File: config.mk
export PLATFORM = sky130hd
export DESIGN_NAME = sefe_front_end
export DESIGN_NICKNAME = d
export VERILOG_FILES = /design/src/hdl/sefe_pkg.sv /design/src/hdl/sefe_front_end.sv
export SDC_FILE = /design/constraint.sdc
export NUM_CORES = 1
export LEC_CHECK = 0
export BUFFER_PORTS_ARGS = -buffer_cell sky130_fd_sc_hd__buf_2
export CAP_MARGIN = 10
export CORE_MARGIN = 2
export CORE_UTILIZATION = 58
export CTS_CLUSTER_DIAMETER = 40
export CTS_CLUSTER_SIZE = 14
export DETAILED_ROUTE_END_ITERATION = 8
export PLACE_DENSITY = 0.75
export SLEW_MARGIN = 20
export SYNTH_ARGS = -nofsm -noshare
export SYNTH_HDL_FRONTEND = slang
export SYNTH_SLANG_ARGS = --single-unit
export TNS_END_PERCENT = 50
File: constraint.sdc
create_clock -name clk_in -period 2.1 [get_ports clk_in]
set_input_delay 0.105 -clock clk_in [delete_from_list [all_inputs] [get_ports clk_in]]
set_output_delay 0.105 -clock clk_in [all_outputs]
set_load 0.005 [all_outputs]
File: src/hdl/sefe_pkg.sv
// Purpose: Constants and types for the serial EEPROM two-wire front end.
// Assumes: 250 MHz system clock; bus clock and data sampled as pins.
// Notes: Operation
// Operation
// - Ignore all bus activity during reset; enter standby on release.
// - Each self-timed programming cycle ends within 5 ms.
// - Data changes only while clock low; else start or stop.
// - Driven data held a minimum delay after each falling clock.
// - Array organised as 32-byte pages; 64 to 512 pages.
// - Two configuration registers: write protection and slave address.
// - Once locked, configuration registers are read-only.
// - Write protection register selects which array writes are accepted.
// - Transaction opens with address byte: type id, address, direction.
// - Compare three address bits against the slave address register.
// - Accept only the supported type identifier in upper four bits.
// - Respond only to the supported type id with matching address bits.
// - Address bit 0 one means read, zero means write.
// - Mismatched address byte is not acknowledged; back to standby.
// - Two word-address bytes follow; bit 7 selects configuration.
// - No acknowledge while a programming cycle is in progress.
package sefe_pkg;
  localparam int CLK_MHZ = 250;
  localparam int PROG_TIME_MS = 5;
  localparam int PROG_CYCLES = PROG_TIME_MS * 1000 * CLK_MHZ;
  localparam int HOLD_TIME_NS = 300;
  localparam int HOLD_CYCLES = (HOLD_TIME_NS * CLK_MHZ + 999) / 1000;
  localparam int PAGE_BYTES = 32;
  localparam int PAGE_BITS = 5;
  localparam logic [3:0] TYPE_ID = 4'hA;
  localparam int TYPE_POS = 4;
  localparam int HWA_POS = 1;
  localparam int DIR_POS = 0;
  localparam int CFG_SEL_POS = 7;
  localparam int WP_MODE_POS = 0;
  localparam logic [2:0] HWA_RESET = 3'h0;
  localparam logic [7:0] WPR_RESET = 8'h00;
  localparam logic [1:0] WP_NONE = 2'h0;
  localparam logic [1:0] WP_UPPER = 2'h1;
  localparam logic [1:0] WP_HALF = 2'h2;
  localparam logic [1:0] WP_ALL = 2'h3;
  typedef enum logic [3:0] {
    SEFE_IDLE, SEFE_DEV, SEFE_DEV_ACK, SEFE_WA1, SEFE_WA1_ACK,
    SEFE_WA2, SEFE_WA2_ACK, SEFE_WDATA, SEFE_WDATA_ACK,
    SEFE_RDATA, SEFE_RDATA_ACK
  } sefe_state_t;
endpackage

File: src/hdl/sefe_front_end.sv
// Purpose: Two-wire slave front end of a serial EEPROM.
// Assumes: Bus pins cross into clk_in by two flip-flops each.
// Notes: Array storage and nonvolatile lock cell sit outside this block.
`timescale 1ns/10ps
module sefe_front_end #(
  parameter int ADDR_W = 14,
  parameter int PROG_CYCLES = sefe_pkg::PROG_CYCLES
) (
  input wire logic clk_in,
  input wire logic rst_in,
  input wire logic scl_in,
  input wire logic sda_in,
  output logic sda_out,
  output logic sda_oe_out,
  input wire logic cfg_locked_in,
  output logic cfg_lock_set_out,
  output logic [7:0] write_protect_config_reg_out,
  output logic [2:0] hw_slave_addr_config_reg_out,
  output logic mem_wr_out,
  output logic [ADDR_W-1:0] mem_addr_out,
  output logic [7:0] mem_wdata_out,
  input wire logic [7:0] mem_rdata_in,
  output logic busy_out,
  output logic addressed_out,
  output logic [1:0] protect_mode_out
);
  localparam int PAGE_N = 1 << (ADDR_W - sefe_pkg::PAGE_BITS);
  logic [1:0] scl_s_q;
  logic [1:0] sda_s_q;
  logic scl_d1_q;
  logic sda_d1_q;
  logic scl_rise;
  logic scl_fall;
  logic start_det;
  logic stop_det;
  sefe_pkg::sefe_state_t st_q;
  logic [2:0] bit_q;
  logic [7:0] sh_q;
  logic rd_q;
  logic cfg_sel_q;
  logic [ADDR_W-1:0] addr_q;
  logic [7:0] wpr_q;
  logic [2:0] har_q;
  logic [7:0] pend_wpr_q;
  logic [2:0] pend_har_q;
  logic pend_cfg_q;
  logic byte_done_q;
  logic wr_seen_q;
  logic [$clog2(PROG_CYCLES+1)-1:0] prog_cnt_q;
  logic prog_q;
  logic [$clog2(sefe_pkg::HOLD_CYCLES+1)-1:0] hold_q;
  logic drive_low_q;
  logic drive_low_d;
  logic dev_match;
  logic wr_allowed;

  always_ff @(posedge clk_in) begin
    scl_s_q <= {scl_s_q[0], scl_in};
    sda_s_q <= {sda_s_q[0], sda_in};
    scl_d1_q <= scl_s_q[1];
    sda_d1_q <= sda_s_q[1];
    if (rst_in) begin
      scl_s_q <= 2'h3;
      sda_s_q <= 2'h3;
      scl_d1_q <= 1'b1;
      sda_d1_q <= 1'b1;
    end
  end

  assign scl_rise = scl_s_q[1] && !scl_d1_q;
  assign scl_fall = !scl_s_q[1] && scl_d1_q;
  // Data edge with clock high is a bus condition, not data
  assign start_det = scl_s_q[1] && scl_d1_q && sda_d1_q && !sda_s_q[1];
  assign stop_det = scl_s_q[1] && scl_d1_q && !sda_d1_q && sda_s_q[1];

  assign dev_match = (sh_q[7:sefe_pkg::TYPE_POS] == sefe_pkg::TYPE_ID)
    && (sh_q[sefe_pkg::TYPE_POS-1:sefe_pkg::HWA_POS] == har_q);

  // Protection by address fraction of the page space
  always_comb begin
    wr_allowed = 1'b1;
    case (wpr_q[sefe_pkg::WP_MODE_POS+:2])
      sefe_pkg::WP_NONE: wr_allowed = 1'b1;
      sefe_pkg::WP_UPPER: wr_allowed = !(&addr_q[ADDR_W-1 -: 2]);
      sefe_pkg::WP_HALF: wr_allowed = !addr_q[ADDR_W-1];
      sefe_pkg::WP_ALL: wr_allowed = 1'b0;
      default: wr_allowed = 1'b0;
    endcase
  end

  // Flags a whole byte, so the fall after an ack clock is not taken as one
  always_ff @(posedge clk_in) begin
    if (rst_in || start_det || stop_det) begin
      byte_done_q <= 1'b0;
    end else if (scl_rise && bit_q == 3'h7
        && st_q inside {sefe_pkg::SEFE_DEV, sefe_pkg::SEFE_WA1,
        sefe_pkg::SEFE_WA2, sefe_pkg::SEFE_WDATA, sefe_pkg::SEFE_RDATA}) begin
      byte_done_q <= 1'b1;
    end else if (scl_fall) begin
      byte_done_q <= 1'b0;
    end
  end

  // Programming follows only a write that carried at least one data byte
  always_ff @(posedge clk_in) begin
    if (rst_in || start_det) begin
      wr_seen_q <= 1'b0;
    end else if (scl_fall && byte_done_q
        && st_q == sefe_pkg::SEFE_WDATA) begin
      wr_seen_q <= 1'b1;
    end
  end

  // Byte and state sequencing on the synchronised bus clock
  always_ff @(posedge clk_in) begin
    mem_wr_out <= 1'b0;
    if (rst_in) begin
      st_q <= sefe_pkg::SEFE_IDLE;
      bit_q <= 3'h0;
      sh_q <= 8'h00;
      rd_q <= 1'b0;
      cfg_sel_q <= 1'b0;
      addr_q <= '0;
      mem_wdata_out <= 8'h00;
      pend_wpr_q <= sefe_pkg::WPR_RESET;
      pend_har_q <= sefe_pkg::HWA_RESET;
      pend_cfg_q <= 1'b0;
    end else if (start_det) begin
      st_q <= sefe_pkg::SEFE_DEV;
      bit_q <= 3'h0;
    end else if (stop_det) begin
      st_q <= sefe_pkg::SEFE_IDLE;
    end else if (scl_rise) begin
      case (st_q)
        sefe_pkg::SEFE_DEV, sefe_pkg::SEFE_WA1, sefe_pkg::SEFE_WA2,
        sefe_pkg::SEFE_WDATA: begin
          sh_q <= {sh_q[6:0], sda_s_q[1]};
          bit_q <= bit_q + 3'h1;
        end
        sefe_pkg::SEFE_RDATA: begin
          bit_q <= bit_q + 3'h1;
        end
        sefe_pkg::SEFE_RDATA_ACK: begin
          // Master not acknowledging ends the read
          if (sda_s_q[1]) begin
            st_q <= sefe_pkg::SEFE_IDLE;
          end else begin
            st_q <= sefe_pkg::SEFE_RDATA;
            addr_q <= addr_q + 1'b1;
          end
        end
        sefe_pkg::SEFE_DEV_ACK: begin
          st_q <= rd_q ? sefe_pkg::SEFE_RDATA : sefe_pkg::SEFE_WA1;
        end
        sefe_pkg::SEFE_WA1_ACK: st_q <= sefe_pkg::SEFE_WA2;
        sefe_pkg::SEFE_WA2_ACK: st_q <= sefe_pkg::SEFE_WDATA;
        sefe_pkg::SEFE_WDATA_ACK: begin
          st_q <= sefe_pkg::SEFE_WDATA;
          // Address rolls within the 32-byte page, after the write pulse
          addr_q[sefe_pkg::PAGE_BITS-1:0] <=
            addr_q[sefe_pkg::PAGE_BITS-1:0] + 1'b1;
        end
        default: st_q <= sefe_pkg::SEFE_IDLE;
      endcase
    end else if (scl_fall && byte_done_q) begin
      case (st_q)
        sefe_pkg::SEFE_DEV: begin
          if (dev_match && !prog_q) begin
            st_q <= sefe_pkg::SEFE_DEV_ACK;
            rd_q <= sh_q[sefe_pkg::DIR_POS];
          end else begin
            st_q <= sefe_pkg::SEFE_IDLE;
          end
        end
        sefe_pkg::SEFE_WA1: begin
          st_q <= sefe_pkg::SEFE_WA1_ACK;
          cfg_sel_q <= sh_q[sefe_pkg::CFG_SEL_POS];
          addr_q[ADDR_W-1:8] <= sh_q[ADDR_W-9:0];
        end
        sefe_pkg::SEFE_WA2: begin
          st_q <= sefe_pkg::SEFE_WA2_ACK;
          addr_q[7:0] <= sh_q;
        end
        sefe_pkg::SEFE_WDATA: begin
          st_q <= sefe_pkg::SEFE_WDATA_ACK;
          if (cfg_sel_q) begin
            if (!cfg_locked_in) begin
              if (addr_q[0]) begin
                pend_har_q <= sh_q[2:0];
              end else begin
                pend_wpr_q <= sh_q;
              end
              pend_cfg_q <= 1'b1;
            end
          end else if (wr_allowed) begin
            mem_wr_out <= 1'b1;
            mem_wdata_out <= sh_q;
          end
        end
        sefe_pkg::SEFE_RDATA: st_q <= sefe_pkg::SEFE_RDATA_ACK;
        default: ;
      endcase
    end
    if (!rst_in && stop_det) begin
      pend_cfg_q <= 1'b0;
    end
  end

  // Config registers commit at stop; lock comes from the nonvolatile cell
  always_ff @(posedge clk_in) begin
    cfg_lock_set_out <= 1'b0;
    if (rst_in) begin
      wpr_q <= sefe_pkg::WPR_RESET;
      har_q <= sefe_pkg::HWA_RESET;
    end else if (stop_det && pend_cfg_q && !cfg_locked_in) begin
      wpr_q <= pend_wpr_q;
      har_q <= pend_har_q;
      cfg_lock_set_out <= pend_wpr_q[7];
    end
  end

  // Self-timed programming cycle after a stop that ends a write
  // The stop's own clock pulse leaves one bit of a next byte counted
  always_ff @(posedge clk_in) begin
    if (rst_in) begin
      prog_q <= 1'b0;
      prog_cnt_q <= '0;
    end else if (prog_q) begin
      if (prog_cnt_q == '0) begin
        prog_q <= 1'b0;
      end else begin
        prog_cnt_q <= prog_cnt_q - 1'b1;
      end
    end else if (stop_det && wr_seen_q && (st_q == sefe_pkg::SEFE_WDATA)
        && bit_q == 3'h1) begin
      prog_q <= 1'b1;
      prog_cnt_q <= $bits(prog_cnt_q)'(PROG_CYCLES - 1);
    end
  end

  always_comb begin
    drive_low_d = 1'b0;
    case (st_q)
      sefe_pkg::SEFE_DEV_ACK, sefe_pkg::SEFE_WA1_ACK,
      sefe_pkg::SEFE_WA2_ACK, sefe_pkg::SEFE_WDATA_ACK: drive_low_d = 1'b1;
      sefe_pkg::SEFE_RDATA: drive_low_d = !mem_rdata_in[3'h7 - bit_q];
      default: drive_low_d = 1'b0;
    endcase
  end

  // Output changes only after the hold delay past a falling clock
  always_ff @(posedge clk_in) begin
    if (rst_in) begin
      hold_q <= '0;
      drive_low_q <= 1'b0;
    end else if (scl_fall) begin
      hold_q <= $bits(hold_q)'(sefe_pkg::HOLD_CYCLES);
    end else if (hold_q != '0) begin
      hold_q <= hold_q - 1'b1;
      if (hold_q == 1) begin
        drive_low_q <= drive_low_d;
      end
    end else if (st_q == sefe_pkg::SEFE_IDLE) begin
      drive_low_q <= 1'b0;
    end
  end

  assign sda_out = 1'b0;
  assign sda_oe_out = drive_low_q;
  assign write_protect_config_reg_out = wpr_q;
  assign hw_slave_addr_config_reg_out = har_q;
  assign mem_addr_out = addr_q;
  assign busy_out = prog_q;
  assign addressed_out = (st_q != sefe_pkg::SEFE_IDLE)
    && (st_q != sefe_pkg::SEFE_DEV);
  assign protect_mode_out = wpr_q[sefe_pkg::WP_MODE_POS+:2];
endmodule

==> results_dict.tcl <==
set metrics [dict create \
    synth.distinct_cells 64 \
    ir_worst_vdd_v 0.0004475 \
    skew_ps 15.34 \
    layout.nets 637 \
    clock_latency_ps 380 \
    ff2ff_path_depth 5 \
    swShare_pct 27.01 \
    drc_errors 0 \
    rsz0062_at_grt "true" \
    synth_commonest_cells "102 x dfxtp_1, 69 x nor2_1, 53 x a21oi_1" \
    endpoint_kind "flip-flop" \
    power_frac_seq_pct 53.7 \
    hp-class "input pin to flip-flop" \
    grt_first_pass_wirelength_um 18770 \
    crit_path_max_incr_delay_ps 700 \
    cp.arrival_ps 2270 \
    startpoint_type "flip-flop" \
    cp.required_ps 2390 \
    vias 4185 \
    async_flop_share_pct 0 \
    synth_top_area_cell "dfxtp_1" \
    yosys_register_bits 102 \
    hold-path-cell-count 5 \
    finalPower_w 0.003781 \
    synth_edf_count 0 \
    die_y_um 95.78 \
    wirelength_um 11090 \
    p_leak_nw 2.036 \
    avgSynthCellArea_um2 8.756 \
    cp_max_fo 8 \
    numCtsBuffers 9 \
    path_cells "ha_1 -> nand4b_1 -> or4_1 -> and3_1 -> a211oi_1" \
    r2r_setup_slack_ps 110 \
    grt_usage_pct 25.77 \
    rr_endpoint "prog_cnt_q[1]" \
    die_w_um 95.78 \
    cp_top_family "simple AND/OR/NAND/NOR gates" \
    ios 54 \
    finalCriticalPeriod_ps 1985 \
    place_congestion 0.8875 \
    synth_top_flop_cell "dfxtp_1" \
    wl_per_cell_um 15.28 \
    grt_pass1_vias 4069 \
    grt_max_degree 44 \
    grt.overflow.total 0 \
    drt-initial-drc-count 186 \
    slew_violations 0 \
    routed_via_density 5.764 \
    rr_startpoint "bit_q[0]" \
    max-slew-margin-rel_pct 65.10 \
    area_delta_synth_final_pct 14.44 \
    min_to "pend_cfg_q" \
    clkSinkCount 102 \
    switching_power_w 0.001022 \
    fin_cells 726 \
    setup_viol 0 \
    cts-root-buf "clkbuf_8" \
    cts_buffer_depth 2 \
    power.density_nw_per_um2 676.3 \
    row_count 33 \
    antenna_found_initial 0 \
    drive_gt1_share_pct 20.29 \
    synth_top_cells_by_area "dfxtp_1 42%, mux2i_1 6.6%, a21oi_1 5.4%" \
    coreArea_um2 8175 \
    ys_seq_area_share_pct 41.79 \
    cp_num_buf_inv 0 \
    die-area_um2 9174 \
    clk_pin_slew_ps 100 \
    post-route-period-util_pct 94.53 \
    yosys.area.top_type_share_pct 41.79 \
    hpwlAfterDp_um 7956 \
    worstMarginPinSlew_ps 523.5 \
    ant_nets 0 \
    h-tree-depth 3 \
    place_inst 707 \
    synth_fp_nets 579 \
    cts_tree "yes" \
    fin_hold_ws_ps 193.4 \
    diodes 0 \
    synth_cells 558 \
    fmax_mhz 503.7 \
    synth.most_common_cell "dfxtp_1" \
    cp_slowest_cell "or4_1" \
    hp-start "cfg_locked_in" \
    hold_viol 0 \
    status "finished clean" \
    first_pass_iters 5 \
    intPower_w 0.002760 \
    drv_cap 0 \
    fin_util_pct 68.40 \
    power_frac_comb_pct 11.4 \
    io_buffers 52 \
    synth_warnings 0 \
    crit_type "flip-flop to flip-flop" \
    pwr-share-clk_pct 34.9 \
    synthesis.area_um2 4886 \
    start_util_pct 59.76 \
]
==> timing repair <==
action,CTS,global route
resized for setup,1,5
hold buffers,2,0
setup endpoints to repair,10,18
buffers inserted,0,1
endpoints found under the hold margin,2,0
==> registers in the layout, indices dropped and copies added, names as in the netlist, 2 cells and up <==
signal and cells:
bit_q 3, hold_q 7, hw_slave_addr_config_reg_out 3, mem_addr_out 14
mem_wdata_out 8, pend_har_q 3, pend_wpr_q 8, prog_cnt_q 21
scl_s_q 2, sda_s_q 2, sh_q 8, st_q 4
write_protect_config_reg_out 8
==> final cells by class <==
type / instances / area (um^2)
well taps: 105 / 131.4
inverters: 12 / 45.04
repair buffers: 81 / 508.0
clock inverters: 7 / 88.84
fillers: 697 / 2584
multi-input cells: 410 / 2651
flip-flops and latches: 102 / 2043
clock buffers: 9 / 123.9
==> power groups by stage <==
stage	Sequential (W)	Clock (W)	Combinational, W
2_1_floorplan	0.00206	0	0.000344
3_3_place_gp	0.00207	0	0.000413
3_5_place_dp	0.00207	0	0.000431
4_1_cts	0.00203	0.00135	0.000436
5_1_grt	0.00204	0.00142	0.000486
6_report	0.00203	0.00132	0.000432
==> worst register-to-register path, delay by kind of cell (launching register included) <==
kind	cells	cell delay, ps
AO/OA/AOI/OAI	1	210
adder cells (fa/ha/maj)	1	190
flip-flops	1	440
AND/OR/NAND/NOR	3	1070
==> cells in the final DEF (no fill, tap or decap), types with 4 or more instances in the layout <==
cell,netlist,layout
a211oi_1,10,10
a21o_1,5,5
a21oi_1,53,52
a31oi_1,4,4
and3_1,6,6
buf_2,6,52
buf_4,5,25
clkbuf_8,0,9
dfxtp_1,102,101
ha_1,8,8
inv_1,12,12
mux2i_1,32,32
nand2_1,42,42
nand2b_1,9,9
nand3_1,13,13
nand4_1,7,7
nand4b_1,6,6
nor2_1,69,69
nor2b_1,6,6
nor3_1,17,17
nor4_1,6,6
o21ai_0,17,15
or2_2,10,10
or3_1,6,6
xnor2_1,21,21
xor2_1,4,4
==> worst max path at each step <==
stage,from,end,slack [ps],cells after the start
global placement,prog_cnt_q[0],prog_cnt_q[0],100,6
CTS,scl_d1_q,mem_addr_out[4],50,5
global route,bit_q[0],prog_cnt_q[1],-10,5
detailed placement,prog_cnt_q[0],prog_cnt_q[1],-110,6
floorplan,prog_cnt_q[0],prog_cnt_q[9],220,9
finish,bit_q[0],prog_cnt_q[1],110,5
==> through the flow <==
stage | instance area [um^2] | TNS, ps | worst slack [ps]
final | 5592 | 0 | 114.9
after CTS | 5577 | 0 | 49.98
after global routing | 5592 | -11.31 | -11.31
after floorplan | 4886 | 0 | 222.7
after global placement | 5338 | 0 | 95.08
after detailed placement | 5338 | -462.2 | -113.1
==> routing by layer <==
| layer | wire, um | up-vias | track usage (%) |
|---|---|---|---|
| met2 | 5436 | 92 | 43.47 |
| met3 | 446 | 20 | 4.855 |
| met1 | 4988 | 1974 | 32.07 |
| met5 | 0 | - | 0 |
| met4 | 219 | 0 | 11.31 |
| li1 | - | 2099 | - |
==> logic make-up (layout without fill, tap and decap cells) <==
kind of cell | after synthesis | after routing | share of synthesized area [%]
simple gates | 225 | 225 | 24.53
compound gates | 116 | 116 | 15.06
flops | 102 | 102 | 41.79
buf+inv | 46 | 109 | 4.302
mux | 35 | 35 | 7.708
xor+xnor | 25 | 25 | 4.481
fa+ha+maj | 8 | 8 | 2.049
other cells | 1 | 1 | 0.07675
Note: power is estimated with default switching activity, not from simulation.
